$ cat src/logic/loss_alarm_defines.svh
`ifndef LOSS_ALARM_DEFINES_SVH
`define LOSS_ALARM_DEFINES_SVH

// register byte offsets
`define CTRL_OFFSET 8'h00
`define STATUS_OFFSET 8'h04
`define EVENT_OFFSET 8'h08

// control fields
`define CTRL_STD_BIT 0
`define CTRL_LAC_BIT 1
`define CTRL_LONG_HAUL_BIT 2
`define CTRL_CODE_LSB 3
`define CTRL_CODE_MSB 7
`define CTRL_SYS_AIS_BIT 8
`define CTRL_LINE_AIS_BIT 9
`define CTRL_CDR_BIT 10
`define CTRL_IRQ_EN_BIT 11
`define CTRL_LOOP_LSB 12
`define CTRL_LOOP_MSB 13
`define CTRL_WIDTH 14
`define CTRL_RESET 14'h04a8

// status and event fields
`define STATUS_LOSS_BIT 0
`define STATUS_ALARM_BIT 1
`define STATUS_IRQ_BIT 2
`define EVENT_LOSS_BIT 0

// thresholds
`define SHORT_DECLARE_MV 10'd800
`define SHORT_HYST_MV 10'd200
`define LONG_HYST_DB 10'd4
`define CODE_SAT 5'd21
`define DB_OFFSET 10'd4
`define DB_FLOOR 10'd48

// loss counts in bit intervals
`define T1_DECLARE_SHORT 12'd175
`define T1_DECLARE_LONG 12'd1544
`define E1_DECLARE_SHORT 12'd32
`define E1_DECLARE_LONG 12'd2048
`define T1_WINDOW 8'd128
`define E1_WINDOW 8'd32
`define T1_ZERO_LIMIT 7'd100
`define E1_ZERO_LIMIT 7'd16
`define MARK_DENSITY_SHIFT 3

// alarm block sizes and zero thresholds
`define E1_BLOCK_BITS 14'd512
`define T1_BLOCK_BITS 14'd8192
`define E1_MIN_ZEROS 4'd3
`define T1_MIN_ZEROS 4'd9

`endif

$ cat src/logic/loss_alarm_pkg.sv
package loss_alarm_pkg;
    typedef enum logic {watch_loss, in_loss} loss_state_t;
    typedef enum logic [1:0] {pin_pos, pin_neg, pin_below, pin_above} pin_idx_t;
endpackage

$ cat src/logic/zero_block_counter.sv
`timescale 1ns/10ps
`default_nettype none
`include "loss_alarm_defines.svh"

module zero_block_counter (
    input wire logic sys_clk,
    input wire logic rst_n,
    input wire logic clk_en,
    input wire logic clear,
    input wire logic bit_tick,
    input wire logic bit_zero,
    input wire logic [13:0] block_bits,
    input wire logic [3:0] min_zeros,
    output logic block_done,
    output logic block_low
);
    logic [13:0] bit_cnt_q;
    logic [3:0] zero_cnt_q;
    logic [3:0] zero_cnt_d;
    logic last_bit;

    // zero count saturates at the threshold
    assign zero_cnt_d = (bit_zero && zero_cnt_q < min_zeros) ? zero_cnt_q + 4'h1 : zero_cnt_q;
    assign last_bit = bit_tick && (bit_cnt_q == block_bits - 14'h0001);

    always_ff @(posedge sys_clk or negedge rst_n) begin
        if (!rst_n) begin
            bit_cnt_q <= 14'h0000;
            zero_cnt_q <= 4'h0;
        end else if (clk_en) begin
            if (clear) begin
                bit_cnt_q <= 14'h0000;
                zero_cnt_q <= 4'h0;
            end else if (last_bit) begin
                bit_cnt_q <= 14'h0000;
                zero_cnt_q <= 4'h0;
            end else if (bit_tick) begin
                bit_cnt_q <= bit_cnt_q + 14'h0001;
                zero_cnt_q <= zero_cnt_d;
            end
        end
    end

    always_ff @(posedge sys_clk or negedge rst_n) begin
        if (!rst_n) begin
            block_done <= 1'b0;
            block_low <= 1'b0;
        end else if (clk_en) begin
            block_done <= last_bit && !clear;
            if (last_bit) begin
                block_low <= zero_cnt_d < min_zeros;
            end
        end
    end
endmodule
`default_nettype wire

$ cat src/logic/line_loss_and_alarm_detector.sv
// The register offsets and the APB register port are this design's own decisions.
`timescale 1ns/10ps
`default_nettype none
`include "loss_alarm_defines.svh"

// Functional notes
// - declare loss after N intervals below Q; loss pin high, interrupt unless masked.
// - clear loss when above P with 12.5% marks over M intervals from a pulse.
// - short haul declares below 800 mVpp, clears above Q plus 200 mVpp.
// - long haul Q from five-bit code, clear at Q plus 4 dB.
// - code resets to 10101 (-46 dB); -4 dB minus 2 dB per step; 10110+ is -48.
// - T1/J1 declare count is 175, or 1544 with criteria select set.
// - E1 declare count is 32, or 2048 with criteria select set.
// - T1/J1 clear window 128 intervals, 12.5% marks, under 100 zeros in a row.
// - E1 clear window 32 intervals, 12.5% marks, under 16 zeros in a row.
// - criteria set chosen by criteria select and standard select together.
// - loss with system insert set: rails all ones, clock out from master clock.
// - loss with line insert set: line pair sends all ones on master clock.
// - loss indicator works in every loopback mode, never suppressed.
// - alarm detection only with clock recovery enabled; result in status bit.
// - E1 select 0: two blocks of 512 under 3 zeros declare, two with 3+ clear.
// - E1 select 1: one 512-bit block with 3 or more zeros clears.
// - T1/J1: 8192-bit block under 9 zeros declares, 9 or more clears.
// - criteria select resets to 0.
module line_loss_and_alarm_detector (
    input wire logic sys_clk,
    input wire logic rst_b,
    input wire logic clk_en,
    input wire logic psel,
    input wire logic penable,
    input wire logic pwrite,
    input wire logic [7:0] paddr,
    input wire logic [31:0] pwdata,
    output logic [31:0] prdata,
    output logic pready,
    output logic pslverr,
    input wire logic receive_line_positive,
    input wire logic receive_line_negative,
    input wire logic below_declare_level,
    input wire logic above_clear_level,
    input wire logic recovered_clock_pin,
    input wire logic master_clock_pin,
    input wire logic tx_system_positive,
    input wire logic tx_system_negative,
    output logic receive_data_positive_rail,
    output logic receive_data_negative_rail,
    output logic receive_clock_out,
    output logic transmit_line_positive,
    output logic transmit_line_negative,
    output logic loss_indicator_pin,
    output logic loss_irq,
    output logic [9:0] declare_threshold,
    output logic [9:0] clear_threshold,
    output logic threshold_in_db
);
    import loss_alarm_pkg::*;

    localparam int PINS = 6;
    localparam int REC_CLK = 4;
    localparam int MST_CLK = 5;

    // reset release
    logic rst_meta_q;
    logic rst_n;

    always_ff @(posedge sys_clk or negedge rst_b) begin
        if (!rst_b) begin
            rst_meta_q <= 1'b0;
            rst_n <= 1'b0;
        end else begin
            rst_meta_q <= 1'b1;
            rst_n <= rst_meta_q;
        end
    end

    // pin synchronisers
    logic [PINS-1:0] pin_raw;
    logic [PINS-1:0] sync1_q;
    logic [PINS-1:0] sync2_q;
    logic [PINS-1:0] sync3_q;
    logic [PINS-1:0] pin_lvl_q;
    logic [PINS-1:0] pin_rise;

    assign pin_raw = {master_clock_pin, recovered_clock_pin, above_clear_level,
                      below_declare_level, receive_line_negative, receive_line_positive};

    genvar g;
    generate
        for (g = 0; g < PINS; g++) begin : g_sync
            always_ff @(posedge sys_clk or negedge rst_n) begin
                if (!rst_n) begin
                    sync1_q[g] <= 1'b0;
                    sync2_q[g] <= 1'b0;
                    sync3_q[g] <= 1'b0;
                    pin_lvl_q[g] <= 1'b0;
                end else if (clk_en) begin
                    sync1_q[g] <= pin_raw[g];
                    sync2_q[g] <= sync1_q[g];
                    sync3_q[g] <= sync2_q[g];
                    if (sync2_q[g] == sync3_q[g]) begin
                        pin_lvl_q[g] <= sync3_q[g];
                    end
                end
            end
            assign pin_rise[g] = sync2_q[g] && sync3_q[g] && !pin_lvl_q[g];
        end
    endgenerate

    logic bit_tick;
    logic mclk_tick;
    logic mark;
    logic below_q;
    logic above_p;

    assign bit_tick = clk_en && pin_rise[REC_CLK];
    assign mclk_tick = clk_en && pin_rise[MST_CLK];
    assign mark = pin_lvl_q[pin_pos] || pin_lvl_q[pin_neg];
    assign below_q = pin_lvl_q[pin_below];
    assign above_p = pin_lvl_q[pin_above];

    // control register
    logic [`CTRL_WIDTH-1:0] ctrl_q;
    logic t1_mode;
    logic loss_criteria_select;
    logic long_haul;
    logic [4:0] code;
    logic sys_ais_en;
    logic line_ais_en;
    logic cdr_en;
    logic irq_en;

    assign t1_mode = ctrl_q[`CTRL_STD_BIT];
    assign loss_criteria_select = ctrl_q[`CTRL_LAC_BIT];
    assign long_haul = ctrl_q[`CTRL_LONG_HAUL_BIT];
    assign code = ctrl_q[`CTRL_CODE_MSB:`CTRL_CODE_LSB];
    assign sys_ais_en = ctrl_q[`CTRL_SYS_AIS_BIT];
    assign line_ais_en = ctrl_q[`CTRL_LINE_AIS_BIT];
    assign cdr_en = ctrl_q[`CTRL_CDR_BIT];
    assign irq_en = ctrl_q[`CTRL_IRQ_EN_BIT];

    // criteria set from standard and criteria select
    logic [11:0] declare_n;
    logic [7:0] window_m;
    logic [6:0] zero_limit;
    logic [7:0] min_marks;

    always_comb begin
        unique case ({t1_mode, loss_criteria_select})
            2'b10: declare_n = `T1_DECLARE_SHORT;
            2'b11: declare_n = `T1_DECLARE_LONG;
            2'b00: declare_n = `E1_DECLARE_SHORT;
            2'b01: declare_n = `E1_DECLARE_LONG;
        endcase
    end

    assign window_m = t1_mode ? `T1_WINDOW : `E1_WINDOW;
    assign zero_limit = t1_mode ? `T1_ZERO_LIMIT : `E1_ZERO_LIMIT;
    assign min_marks = window_m >> `MARK_DENSITY_SHIFT;

    // threshold outputs to the analog comparators
    logic [9:0] code_db;

    assign code_db = (code > `CODE_SAT) ? `DB_FLOOR : `DB_OFFSET + {4'h0, code, 1'b0};

    always_ff @(posedge sys_clk or negedge rst_n) begin
        if (!rst_n) begin
            declare_threshold <= 10'h000;
            clear_threshold <= 10'h000;
            threshold_in_db <= 1'b0;
        end else if (clk_en) begin
            threshold_in_db <= long_haul;
            if (long_haul) begin
                declare_threshold <= code_db;
                clear_threshold <= code_db - `LONG_HYST_DB;
            end else begin
                declare_threshold <= `SHORT_DECLARE_MV;
                clear_threshold <= `SHORT_DECLARE_MV + `SHORT_HYST_MV;
            end
        end
    end

    // loss declare run counter
    loss_state_t loss_q;
    logic [11:0] low_run_q;
    logic declare_hit;

    assign declare_hit = bit_tick && loss_q == watch_loss && below_q && !mark
                         && (low_run_q + 12'h001 >= declare_n);

    always_ff @(posedge sys_clk or negedge rst_n) begin
        if (!rst_n) begin
            low_run_q <= 12'h000;
        end else if (bit_tick) begin
            if (loss_q == watch_loss && below_q && !mark && !declare_hit) begin
                low_run_q <= low_run_q + 12'h001;
            end else begin
                low_run_q <= 12'h000;
            end
        end
    end

    // clear window, opened by a received pulse
    logic win_act_q;
    logic [7:0] win_cnt_q;
    logic [7:0] mark_cnt_q;
    logic [6:0] zrun_q;
    logic win_ok_q;
    logic [7:0] mark_cnt_d;
    logic [6:0] zrun_d;
    logic win_ok_d;
    logic win_end;
    logic clear_hit;

    assign mark_cnt_d = mark_cnt_q + {7'h00, mark};
    assign zrun_d = mark ? 7'h00 : zrun_q + 7'h01;
    assign win_ok_d = win_ok_q && above_p && (zrun_d < zero_limit);
    assign win_end = bit_tick && win_act_q && (win_cnt_q + 8'h01 == window_m);
    assign clear_hit = win_end && win_ok_d && (mark_cnt_d >= min_marks);

    always_ff @(posedge sys_clk or negedge rst_n) begin
        if (!rst_n) begin
            win_act_q <= 1'b0;
            win_cnt_q <= 8'h00;
            mark_cnt_q <= 8'h00;
            zrun_q <= 7'h00;
            win_ok_q <= 1'b0;
        end else if (bit_tick) begin
            if (loss_q != in_loss || win_end) begin
                win_act_q <= 1'b0;
            end else if (!win_act_q) begin
                if (mark && above_p) begin
                    win_act_q <= 1'b1;
                    win_cnt_q <= 8'h01;
                    mark_cnt_q <= 8'h01;
                    zrun_q <= 7'h00;
                    win_ok_q <= 1'b1;
                end
            end else begin
                win_cnt_q <= win_cnt_q + 8'h01;
                mark_cnt_q <= mark_cnt_d;
                zrun_q <= zrun_d;
                win_ok_q <= win_ok_d;
            end
        end
    end

    always_ff @(posedge sys_clk or negedge rst_n) begin
        if (!rst_n) begin
            loss_q <= watch_loss;
        end else if (bit_tick) begin
            unique case (loss_q)
                watch_loss: if (declare_hit) begin
                    loss_q <= in_loss;
                end
                in_loss: if (clear_hit) begin
                    loss_q <= watch_loss;
                end
            endcase
        end
    end

    // loss indicator is independent of loopback selection
    always_ff @(posedge sys_clk or negedge rst_n) begin
        if (!rst_n) begin
            loss_indicator_pin <= 1'b0;
        end else if (clk_en) begin
            loss_indicator_pin <= loss_q == in_loss;
        end
    end

    // alarm detection over zero-counted blocks
    logic block_done;
    logic block_low;
    logic alarm_q;
    logic prev_low_q;
    logic prev_high_q;

    zero_block_counter u_blocks (
        .sys_clk(sys_clk),
        .rst_n(rst_n),
        .clk_en(clk_en),
        .clear(!cdr_en),
        .bit_tick(bit_tick),
        .bit_zero(!mark),
        .block_bits(t1_mode ? `T1_BLOCK_BITS : `E1_BLOCK_BITS),
        .min_zeros(t1_mode ? `T1_MIN_ZEROS : `E1_MIN_ZEROS),
        .block_done(block_done),
        .block_low(block_low)
    );

    always_ff @(posedge sys_clk or negedge rst_n) begin
        if (!rst_n) begin
            alarm_q <= 1'b0;
            prev_low_q <= 1'b0;
            prev_high_q <= 1'b0;
        end else if (clk_en) begin
            if (!cdr_en) begin
                alarm_q <= 1'b0;
                prev_low_q <= 1'b0;
                prev_high_q <= 1'b0;
            end else if (block_done) begin
                prev_low_q <= block_low;
                prev_high_q <= !block_low;
                if (t1_mode) begin
                    alarm_q <= block_low;
                end else if (block_low && prev_low_q) begin
                    alarm_q <= 1'b1;
                end else if (!block_low && (loss_criteria_select || prev_high_q)) begin
                    alarm_q <= 1'b0;
                end
            end
        end
    end

    // all ones generator on the master clock
    logic ones_phase_q;
    logic sys_insert;
    logic line_insert;

    assign sys_insert = loss_q == in_loss && sys_ais_en;
    assign line_insert = loss_q == in_loss && line_ais_en;

    always_ff @(posedge sys_clk or negedge rst_n) begin
        if (!rst_n) begin
            ones_phase_q <= 1'b0;
        end else if (mclk_tick) begin
            ones_phase_q <= !ones_phase_q;
        end
    end

    always_ff @(posedge sys_clk or negedge rst_n) begin
        if (!rst_n) begin
            receive_data_positive_rail <= 1'b0;
            receive_data_negative_rail <= 1'b0;
            receive_clock_out <= 1'b0;
        end else if (clk_en) begin
            if (sys_insert) begin
                receive_data_positive_rail <= ones_phase_q;
                receive_data_negative_rail <= !ones_phase_q;
                receive_clock_out <= pin_lvl_q[MST_CLK];
            end else begin
                receive_data_positive_rail <= pin_lvl_q[pin_pos];
                receive_data_negative_rail <= pin_lvl_q[pin_neg];
                receive_clock_out <= pin_lvl_q[REC_CLK];
            end
        end
    end

    always_ff @(posedge sys_clk or negedge rst_n) begin
        if (!rst_n) begin
            transmit_line_positive <= 1'b0;
            transmit_line_negative <= 1'b0;
        end else if (clk_en) begin
            if (line_insert) begin
                transmit_line_positive <= ones_phase_q;
                transmit_line_negative <= !ones_phase_q;
            end else begin
                transmit_line_positive <= tx_system_positive;
                transmit_line_negative <= tx_system_negative;
            end
        end
    end

    // loss event flag, set wins
    logic event_q;
    logic loss_rise;
    logic acc_phase;
    logic acc_write;

    assign loss_rise = bit_tick && declare_hit;
    assign acc_phase = psel && penable;
    assign acc_write = acc_phase && pwrite && clk_en;

    always_ff @(posedge sys_clk or negedge rst_n) begin
        if (!rst_n) begin
            event_q <= 1'b0;
        end else if (loss_rise) begin
            event_q <= 1'b1;
        end else if (acc_write && paddr == `EVENT_OFFSET && pwdata[`EVENT_LOSS_BIT]) begin
            event_q <= 1'b0;
        end
    end

    assign loss_irq = event_q && irq_en;

    // apb slave, no wait states
    logic [31:0] prdata_q;
    logic err_q;
    logic [31:0] status_word;

    assign status_word = {29'h0, loss_irq, alarm_q, loss_q == in_loss};

    always_ff @(posedge sys_clk or negedge rst_n) begin
        if (!rst_n) begin
            ctrl_q <= `CTRL_RESET;
        end else if (acc_write && paddr == `CTRL_OFFSET) begin
            ctrl_q <= pwdata[`CTRL_WIDTH-1:0];
        end
    end

    always_ff @(posedge sys_clk or negedge rst_n) begin
        if (!rst_n) begin
            prdata_q <= 32'h0000_0000;
            err_q <= 1'b0;
        end else if (clk_en && psel && !penable) begin
            err_q <= 1'b0;
            prdata_q <= 32'h0000_0000;
            unique case (paddr)
                `CTRL_OFFSET: prdata_q <= {18'h0, ctrl_q};
                `STATUS_OFFSET: prdata_q <= status_word;
                `EVENT_OFFSET: prdata_q <= {31'h0, event_q};
                default: err_q <= 1'b1;
            endcase
        end
    end

    assign pready = acc_phase && clk_en;
    assign prdata = prdata_q;
    assign pslverr = pready && err_q;
endmodule
`default_nettype wire

$ cat config.mk
export PLATFORM = sky130hd
export DESIGN_NAME = line_loss_and_alarm_detector
export DESIGN_NICKNAME = d
export VERILOG_FILES = /design/src/logic/loss_alarm_pkg.sv /design/src/logic/zero_block_counter.sv /design/src/logic/line_loss_and_alarm_detector.sv
export VERILOG_INCLUDE_DIRS = /design/src /design/src/logic
export SDC_FILE = /design/constraint.sdc
export NUM_CORES = 1
export LEC_CHECK = 0
export BUFFER_PORTS_ARGS = -buffer_cell sky130_fd_sc_hd__buf_2
export CORE_ASPECT_RATIO = 0.8
export CORE_MARGIN = 2
export CORE_UTILIZATION = 55
export CTS_CLUSTER_DIAMETER = 30
export DETAILED_ROUTE_END_ITERATION = 12
export GPL_ROUTABILITY_DRIVEN = 0
export PLACE_DENSITY_LB_ADDON = 0.08
export SLEW_MARGIN = 20
export SYNTH_ARGS = -nofsm -noshare
export SYNTH_HDL_FRONTEND = slang
export SYNTH_SLANG_ARGS = --single-unit
export TNS_END_PERCENT = 20
$ cat constraint.sdc
create_clock -name sys_clk -period 5.8 [get_ports sys_clk]
set_input_delay 0.58 -clock sys_clk [delete_from_list [all_inputs] [get_ports sys_clk]]
set_output_delay 0.58 -clock sys_clk [all_outputs]
set_load 0.01 [all_outputs]
==> run_results.csv, run 1 <==
group,metric,value,unit
outcome,status,"completed",
cts,cts_sinks,138,
global_routing,overflow,0,
die,core_area,13410,sq um
layout,drive_above_1_share,20.34,%
run,maxCapViolations,0,
global_routing,antenna_found_initial,0,
die,rows,38,
place,hpwl,11.72,mm
synthesis,synth_fa_ha_area_share,5.207,%
synthesis,synthCells,752,
routing,drt_iter0_markers,470,
synthesis,synth_compound_area_share,17.07,%
cts,clk_latency,0.42,ns
critical_path,worstPathMaxFanout,12,
sta,slew_violations,0,
critical_path,critPathCaptureType,"flop",
routing,wl,16.86,mm
sta,tightest_slew,0.8876,ns
die,io_pins,116,
power,ir_drop,0.3165,mV
place,dp_cells,978,
power,p_seq_share,43.6,%
sta,min_period_over_period,65.13,%
cts,cts_tree,"done",
critical_path,r2r_slack,2.02,ns
place,port_buffers,76,
layout,final-instance-count-excl-fill,1011,
sta,relSlewSlack,40.61,%
die,start_util,55.55,%
critical_path,critPathSlowestCell,"o311a_1",
critical_path,cp.arrival,4.10,ns
power,swShare,24.96,%
sta,clock.fmax,0.2647,GHz
die,chipHeight,108.1,microns
sta,rsz0062_at_grt,"false",
power,comb_power_share,8.6,%
routing,antenna_left,0,
layout,nets,903,
synthesis,synthMuxAreaShare,5.930,%
synthesis,yosys.area_share.xor_xnor,2.705,%
die,dieWidth,134.1,microns
layout,area_growth,13.94,%
power,power.switching,616.1,uW
critical_path,worstPathCellList,"ha_1 -> nand3_1 -> nor2_1 -> nand3_1 -> xnor2_1 -> ha_1 -> a21o_1 -> a2111oi_2 -> and3_1 -> o311a_1 -> nor2_1 -> o211ai_1",
power,p_leak,4.029,nW
synthesis,yosysSeqAreaShare,46.43,%
global_routing,grt_max_degree,57,
synthesis,synth_simple_gate_area_share,16.73,%
synthesis,ys.flop_type,"dfrtp_1",
global_routing,track_usage,24.27,%
routing,wire_per_inst,16.68,microns
cts,clk_pin_slew,0.06,ns
layout,n_antenna_cell,0,
synthesis,synth_edf_count,0,
critical_path,worst_setup_path_start_kind,"flop",
power,clkPwrFrac,47.8,%
synthesis,synth.avg_cell_area,9.905,sq um
routing,viasPerCell,5.817,
sta,period_minus_slack,3.778,ns
routing,drc,0,
synthesis,ys_types,73,
worst_hold_path,hold_class,"reg2async",
synthesis,ys_ff_latch,138,
critical_path,crit_required,6.12,ns
cts,cts_root_buf,"clkbuf_16",
power,p_per_area,290.8,nW/um^2
die,die_area,14500,sq um
sta,fin_skew,0.01053,ns
power,p_int,1.852,mW
sta,tns,0,ns
synthesis,synth.cell_area,7448,sq um
sta,setup_viol,0,
cts,htreeDepth,4,
routing,firstDrtPassIters,5,
critical_path,cp_slowest_stage_delay,0.44,ns
synthesis,postSynth.asyncResetShare,100.0,%
synthesis,synth_top_family_by_area,"compound AO/OA/AOI/OAI gates",
critical_path,worstRegToRegCells,12,
global_routing,grt_pass1_wl,27.85,mm
synthesis,synth_warnings,0,
layout,n_fill_cell,1122,
sta,hold_viol,0,
cts,cts_buffer_depth,2,
routing,vias,5881,
cts,cts_buffers,17,
critical_path,path_class,"reg2reg",
global_routing,grt_pass1_vias,5674,
-- area by class of cell --
class / instances / area [sq um] / share of cell area (%)
well taps: 180 / 225.2 / 2.654
repair buffers: 82 / 427.9 / 5.042
inverters: 26 / 97.59 / 1.150
flip-flops and latches: 138 / 3462 / 40.79
clock buffers: 19 / 452.9 / 5.337
multi-input cells: 553 / 3631 / 42.78
clock inverters: 13 / 190.2 / 2.241
-- timing repair --
item / in CTS / in global routing
resized for setup: 0 / 0
hold buffers: 1 / 0
setup buffers: 0 / 0
hold endpoints to repair: 2 / 0
-- logic make-up (layout without fill, tap and decap cells) --
| group | count (synthesis) | after routing |
|---|---|---|
| compound gates | 188 | 188 |
| xor+xnor | 23 | 23 |
| fa+ha+maj | 31 | 31 |
| buf+inv | 81 | 140 |
| flops | 138 | 138 |
| mux | 40 | 40 |
| other cells | 2 | 22 |
| simple gates | 249 | 249 |
-- through the flow --
stage	cell area (sq um)	total power, mW	setup slack [ns]	hold WS, ns	util [%]
2_1_floorplan	7523	1.236	1.677	0.2844	-
3_3_place_gp	7834	1.290	2.291	0.3319	58.43
3_5_place_dp	7834	1.306	2.069	0.3457	58.43
4_1_cts	8487	2.487	2.033	0.3503	63.30
5_1_grt	8487	2.568	1.633	0.3725	63.30
6_report	8487	2.468	2.022	0.3156	63.30
-- state kept, by name, indices dropped and copies added, names as in the netlist, 6 cells and up --
name	count
sync2_q	6
sync3_q	6
low_run_q	12
declare_threshold	7
win_cnt_q	8
sync1_q	6
prdata	14
zrun_q	7
u_blocks.bit_cnt_q	14
ctrl_q	14
mark_cnt_q	8
clear_threshold	6
-- placed cells by master, fill, tap and decap left out, types with 13 or more instances in the layout --
master	n
conb_1	22
inv_1	25
nand3_1	25
clkbuf_16	17
mux2_2	33
a22o_1	26
buf_2	76
a21oi_1	28
o21ai_0	58
ha_1	31
xnor2_1	13
nor2_1	43
dfrtp_1	133
nand2_1	83
and3_1	14
-- per-layer routing --
layer	GRT usage (%)	vias to the layer above	routed length [microns]
met4	7.895	0	263
met2	38.17	163	7791
met5	0	-	0
met1	33.84	2891	7979
li1	-	2805	-
met3	5.298	22	825
-- synthesized netlist by cell type (5+ instances only) --
cell type / count / share of area [%]
and2_1: 8 / 0.67
o211ai_1: 7 / 0.71
nor4_1: 5 / 0.42
nand3_1: 25 / 1.7
a22o_1: 26 / 3.1
or3_1: 8 / 0.67
buf_4: 28 / 2.8
a21o_1: 7 / 0.71
xnor2_1: 13 / 1.5
dfrtp_1: 134 / 45
and3_1: 14 / 1.2
xor2_1: 10 / 1.2
nand2_1: 83 / 4.2
o2bb2ai_1: 5 / 0.59
o22ai_1: 7 / 0.59
nand4_1: 11 / 0.92
clkbuf_1: 16 / 0.81
nand2b_1: 7 / 0.59
mux2i_1: 7 / 0.94
nor2_1: 43 / 2.2
nor2b_1: 7 / 0.59
mux2_2: 33 / 5.0
nand3b_1: 5 / 0.50
o21ai_1: 9 / 0.60
inv_1: 25 / 1.3
a21oi_1: 28 / 1.9
ha_1: 31 / 5.2
o21ai_0: 58 / 3.9
nor3_1: 11 / 0.74
buf_2: 5 / 0.34
-- power by group through the flow --
stage,Sequential (mW),Combinational (mW),Clock [mW]
2_1_floorplan,1.09,0.148,0
5_1_grt,1.08,0.243,1.24
4_1_cts,1.08,0.215,1.20
3_5_place_dp,1.09,0.213,0
6_report,1.07,0.213,1.18
3_3_place_gp,1.09,0.201,0
-- worst max-delay path: cells and delay by family (launching register included) --
kind,cells,cell delay [ns]
AO/OA/AOI/OAI,4,1.25
XOR/XNOR,1,0.24
adder cells (fa/ha/maj),2,0.51
flip-flops,1,0.43
AND/OR/NAND/NOR,5,1.25
-- worst paths after layout --
kind | start | end
max | low_run_q[0] | low_run_q[11]
min | rst_n | declare_threshold[6]
max reg2reg | low_run_q[0] | low_run_q[11]
min reg2reg | rst_n | declare_threshold[6]
max in group asynchronous | rst_n | low_run_q[0]
min in group sys_clk | rst_meta_q | rst_n
(Power assumes the default switching activity.)
==> inputs of run 2 (changes only) <==
ABC_AREA = 1   (was unset)
clock period = 3.7 ns   (was 5.8 ns; I/O delays follow)
==> run 2 against run 1 <==
Effect of this change: design area down 0.58%; combinational power rose to 3.1 times the previous value; worst hold slack got worse by 0.17 ns; sequential power rose by 73%; die area decreased by 0.52%; register-to-register slack worse by 1.1 ns; synthesized area shrank 0.54%; largest cell class is now sequential cells.
==> run_results.csv, run 2 <==
group,metric,value,unit
power,clkPwrFrac,40.1,%
die,core_area,13010,sq um
cts,postCtsResizedCells,0,
critical_path,cp.arrival,3.11,ns
sta,rsz0062_at_grt,"false",
cts,post_cts_buffers,0,
synthesis,yosysTopAreaCellShare,45.26,%
global_routing,antenna_found_initial,0,
global_routing,track_usage,22.81,%
sta,tns,0,ns
sta,min_period_over_period,75.50,%
power,power,4.184,mW
global_routing,grt_pass1_wl,26.11,mm
sta,period_minus_slack,2.794,ns
layout,drive_above_1_share,13.82,%
critical_path,critPathCaptureType,"flop",
synthesis,yosysSeqAreaShare,46.68,%
sta,slew_violations,0,
cts,cts_buffer_depth,2,
routing,vias,5924,
layout,n_antenna_cell,0,
synthesis,synth_warnings,0,
cts,clk_latency,0.42,ns
synthesis,synth_area_leader_cell,"dfrtp_1",
place,port_buffers,76,
sta,clock.fmax,0.3580,GHz
cts,cts-hold-fix-buffers,1,
layout,mostFrequentLayoutCell,"nand2_1",
routing,drc,0,
power,p_seq_share,44.3,%
cts,cts_tree,"done",
critical_path,cp_slowest_stage_delay,0.40,ns
synthesis,synth_commonest_cells,"nand2_1, dfrtp_1, inv_1",
sta,tightest_slew,0.6630,ns
power,ir_drop,0.3790,mV
critical_path,worstPathCellList,"ha_1 -> nand2_1 -> nor2_2 -> nand3_1 -> xor2_1 -> ha_1 -> a21o_1 -> a21oi_1 -> nand2_1 -> inv_1 -> nand4_1 -> o21ai_0",
synthesis,synth_area_leaders,"dfrtp_1, nand2_1, inv_1",
worst_hold_path,whs_path_depth,3,
power,power.switching,1.212,mW
critical_path,path_class,"reg2reg",
global_routing,overflow,0,
critical_path,crit_buf_inv,1,
sta,fin_skew,0.006966,ns
critical_path,crit_required,4.02,ns
synthesis,ys_ff_latch,138,
critical_path,r2r-start,"low_run_q[0]",
routing,viasPerCell,4.987,
power,swShare,28.97,%
die,io_pins,116,
power,comb_power_share,15.6,%
cts,cts_root_buf,"clkbuf_16",
die,dieWidth,133.8,microns
sta,hold_viol,0,
worst_hold_path,min_from,"receive_line_positive",
critical_path,critPathSlowestCell,"dfrtp_1",
cts,htreeDepth,4,
die,start_util,56.95,%
layout,final_cell_mix,"nand2_1, dfrtp_1, inv_1, buf_2, nor2_1",
place,dp_cells,1155,
die,chipHeight,107.8,microns
critical_path,worstRegToRegCells,12,
synthesis,ys.flop_type,"dfrtp_1",
synthesis,ys_types,47,
layout,final-instance-count-excl-fill,1188,
critical_path,worstPathMaxFanout,12,
global_routing,grt_max_degree,90,
critical_path,crit_path_start,"low_run_q[0]",
routing,firstDrtPassIters,5,
run,maxCapViolations,0,
routing,wl,15.39,mm
sta,setup_viol,0,
cts,cts_sinks,138,
outcome,status,"completed",
power,p_int,2.972,mW
worst_hold_path,hold_class,"in2reg",
place,hpwl,10.74,mm
power,p_per_area,495.8,nW/um^2
synthesis,postSynth.asyncResetShare,100.0,%
routing,drt_iter0_markers,413,
synthesis,synth.cell_area,7408,sq um
synthesis,synth_edf_count,0,
synthesis,synth.avg_cell_area,7.992,sq um
critical_path,worst_setup_path_start_kind,"flop",
global_routing,grt_pass1_vias,5430,
synthesis,synth.most_common_cell,"nand2_1",
routing,wire_per_inst,12.96,microns
layout,nets,1085,
critical_path,critPathTopFamily,"simple AND/OR/NAND/NOR gates",
cts,cts_buffers,17,
power,p_leak,4.385,nW
layout,area_growth,13.90,%
synthesis,synthCells,927,
sta,relSlewSlack,55.75,%
critical_path,path_depth,12,
die,die_area,14420,sq um
routing,antenna_left,0,
critical_path,r2r_slack,0.91,ns
cts,clk_pin_slew,0.06,ns
die,rows,37,
-- run 2: cell types whose count changed after synthesis, sizes merged, moves of 9 or more --
| cell | previous run | this run |
|---|---|---|
| mux2 | 33 | 5 |
| and3 | 17 | 2 |
| inv | 26 | 132 |
| or3 | 9 | 0 |
| nor2 | 43 | 74 |
| xnor2 | 13 | 3 |
| a22o | 26 | 1 |
| nand2 | 84 | 253 |
| nand3 | 26 | 53 |
-- run 2: power groups by stage --
stage          Clock (mW)  Sequential [mW]  Combinational, mW
6_report             1.68             1.85              0.653
5_1_grt              1.76             1.88              0.766
4_1_cts              1.70             1.86              0.660
3_5_place_dp            0             1.88              0.657
3_3_place_gp            0             1.88              0.638
2_1_floorplan           0             1.86              0.497
-- run 2: per-stage QoR --
step	setup slack [ns]	area [sq um]	utilization, %	hold WS (ns)
6_report	0.9064	8438	64.86	0.1439
2_1_floorplan	1.336	7485	-	0.07441
5_1_grt	0.5563	8438	64.86	0.1500
3_5_place_dp	0.8543	7844	60.30	0.1577
3_3_place_gp	0.9504	7844	60.30	0.1564
4_1_cts	0.8750	8438	64.86	0.1331
-- run 2: path summary, 6_finish.rpt --
kind	endpoint
setup / recovery	low_run_q[1]
hold / removal	sync1_q[0]
setup reg to reg	low_run_q[1]
hold reg to reg	mark_cnt_q[7]
max in group asynchronous	ctrl_q[10]
min in group asynchronous	rst_n
-- run 2: worst reg2reg max path, stage by stage (launching register included) --
cell	delay (ns)
dfrtp_1	0.40
ha_1	0.24
nand2_1	0.08
nor2_2	0.19
nand3_1	0.13
xor2_1	0.17
ha_1	0.31
a21o_1	0.18
a21oi_1	0.12
nand2_1	0.07
inv_1	0.07
nand4_1	0.40
o21ai_0	0.34
-- run 2: logic make-up (layout without fill, tap and decap cells) --
kind of cell,count (synthesis),count (layout),share of synthesized area [%]
adder cells (fa/ha/maj),31,31,5.236
AO/OA/AOI/OAI,139,139,10.77
multiplexers,5,5,0.7600
other,2,22,0.1014
buffers and inverters,181,247,10.74
XOR/XNOR,18,18,2.128
AND/OR/NAND/NOR,413,413,23.58
flip-flops,138,138,46.68
-- run 2: cell type report --
class,count,area (sq um)
inverter,132,495.5
multi-input combinational,628,3229
fill,1150,4571
timing repair buffer,83,447.9
clock buffer,24,501.7
sequential,138,3462
clock inverter,8,82.58
tap,175,219.0
-- run 2: layer usage --
| metal | vias to the layer above | track usage (%) | part of all wire [%] |
|---|---|---|---|
| met1 | 2725 | 32.50 | 50 |
| met4 | 0 | 6.307 | 1.2 |
| met2 | 109 | 34.18 | 45 |
| li1 | 3072 | - | - |
| met3 | 18 | 6.450 | 4.0 |
| met5 | - | 0 | 0 |
==> inputs of run 3 (changes only) <==
ABC_AREA = 0   (was 1)
clock period = 2.9 ns   (was 3.7 ns; I/O delays follow)
==> run 3 against run 2 <==
Effect of this change: sequential cell count did not move; non-clock buffer count increased by 45; fmax is 2.8% lower; register-to-register slack got worse by 0.88 ns; sequential share of layout area shrank 1.9 points; total power grew 15%; setup slack worse by 0.88 ns; clock power increased by 29%; core utilization is 1.2 points higher; design area rose by 5.0%; routed wire length grew 13%.
==> run_results.csv, run 3 (same netlist as run 1, synthesis figures left out) <==
group,metric,value,unit
global_routing,antenna_found_initial,0,
routing,viasPerCell,5.736,
global_routing,track_usage,25.22,%
worst_hold_path,whs_path_depth,2,
cts,htreeDepth,4,
power,swShare,24.51,%
sta,fin_ws,0.02733,ns
power,p_seq_share,44.3,%
critical_path,worst_setup_path_start_kind,"flop",
sta,clock.fmax,0.3481,GHz
die,rows,38,
critical_path,worstRegToRegCells,12,
power,p_int,3.644,mW
routing,drc,0,
die,die_area,14500,sq um
cts,clk_latency,0.42,ns
layout,drive_above_1_share,25.23,%
power,p_per_area,545.0,nW/um^2
cts,cts_tree,"done",
sta,rsz0062_at_grt,"true",
critical_path,path_class,"reg2reg",
routing,wire_per_inst,16.40,microns
sta,fin_skew,0.006249,ns
power,comb_power_share,10.9,%
critical_path,crit_required,3.20,ns
global_routing,overflow,0,
sta,tns,0,ns
power,clkPwrFrac,44.7,%
critical_path,critPathCaptureType,"flop",
cts,cts_buffers,17,
routing,wl,17.32,mm
outcome,status,"completed",
layout,n_antenna_cell,0,
sta,period_minus_slack,2.873,ns
global_routing,grt_pass1_wl,28.92,mm
critical_path,crit_buf_inv,1,
die,chipHeight,108.1,microns
critical_path,worstPathMaxFanout,10,
cts,cts_root_buf,"clkbuf_16",
cts,clk_pin_slew,0.06,ns
critical_path,critPathSlowestCell,"or4_4",
sta,hold_viol,0,
sta,relSlewSlack,56.25,%
layout,area_growth,18.93,%
global_routing,grt_max_degree,50,
critical_path,cp_slowest_stage_delay,0.43,ns
routing,firstDrtPassIters,5,
sta,tightest_slew,0.6563,ns
sta,setup_viol,0,
layout,nets,949,
global_routing,grt_pass1_vias,5996,
place,port_buffers,76,
cts,cts_sinks,138,
power,p_leak,4.251,nW
die,io_pins,116,
power,ir_drop,0.4859,mV
power,power.switching,1.183,mW
place,hpwl,12.45,mm
place,place_ws,-0.09640,ns
cts,cts_buffer_depth,2,
critical_path,critPathTopFamily,"simple AND/OR/NAND/NOR gates",
run,maxCapViolations,0,
critical_path,worstPathCellList,"and4_1 -> nand4_1 -> or3_1 -> nand2_2 -> ha_4 -> nand3_1 -> or4_4 -> and3_1 -> o311a_1 -> buf_6 -> o21ai_1 -> o211ai_1",
die,core_area,13410,sq um
sta,hold_ws,0.09632,ns
layout,mostFrequentLayoutCell,"dfrtp_1",
critical_path,cp.arrival,3.17,ns
layout,final_cell_mix,"dfrtp_1, nand2_1, buf_2, o21ai_0, buf_4",
die,dieWidth,134.1,microns
routing,vias,6057,
routing,antenna_left,0,
sta,min_period_over_period,99.06,%
worst_hold_path,hold_class,"in2reg",
critical_path,path_depth,12,
sta,slew_violations,0,
die,start_util,55.55,%
routing,drt_iter0_markers,408,
run 3: path summary, 6_finish.rpt:
kind	slack, ns	startpoint	endpoint
setup / recovery	0.03	low_run_q[0]	low_run_q[8]
hold / removal	0.1	pwdata[9]	ctrl_q[9]
setup reg to reg	0.03	low_run_q[0]	low_run_q[8]
hold reg to reg	0.35	rst_n	sync3_q[5]
max in group asynchronous	1.79	rst_n	zrun_q[1]
min in group asynchronous	0.17	rst_b	rst_n
run 3: power by group through the flow:
stage	Clock, mW	Combinational [mW]	Sequential, mW
after floorplan	0	0.296	2.18
after global placement	0	0.480	2.17
after detailed placement	0	0.501	2.17
after CTS	2.20	0.515	2.14
after global routing	2.26	0.592	2.15
final	2.16	0.528	2.14
run 3: metrics by stage:
stage	total power [mW]	instance area, sq um	util (%)	std cells
CTS	4.850	8767	65.39	1050
global placement	2.646	8109	60.48	1013
global route	5.003	8859	66.07	1056
detailed placement	2.672	8109	60.48	1013
finish	4.828	8859	66.07	1056
floorplan	2.472	7525	-	772
run 3: area by class of cell:
cell class                 count  area [sq um]
clock buffer                  23         457.9
clock inverter                 8         123.9
fill                        1078          4549
inverter                      26         97.59
multi-input combinational    553          3699
sequential                   138          3462
tap                          180         225.2
timing repair buffer         128         793.3
run 3: worst register-to-register path, stage by stage (launching register included):
cell	delay (ns)
dfrtp_1	0.37
and4_1	0.25
nand4_1	0.23
or3_1	0.40
nand2_2	0.10
ha_4	0.16
nand3_1	0.08
or4_4	0.43
and3_1	0.20
o311a_1	0.13
buf_6	0.16
o21ai_1	0.13
o211ai_1	0.10
run 3: metal layers:
metal	vias up	track usage, %	share of wire (%)
met2	149	39.49	46
met4	0	11.13	2.0
met5	-	0	0
met1	2967	35.20	48
li1	2913	-	-
met3	28	3.844	3.6
run 3: timing repair:
item,4_1_cts,5_1_grt
pin swaps,5,7
setup endpoints to repair,12,14
hold buffers,1,0
endpoints found under the hold margin,2,0
setup buffers,5,6
resized for setup,6,11
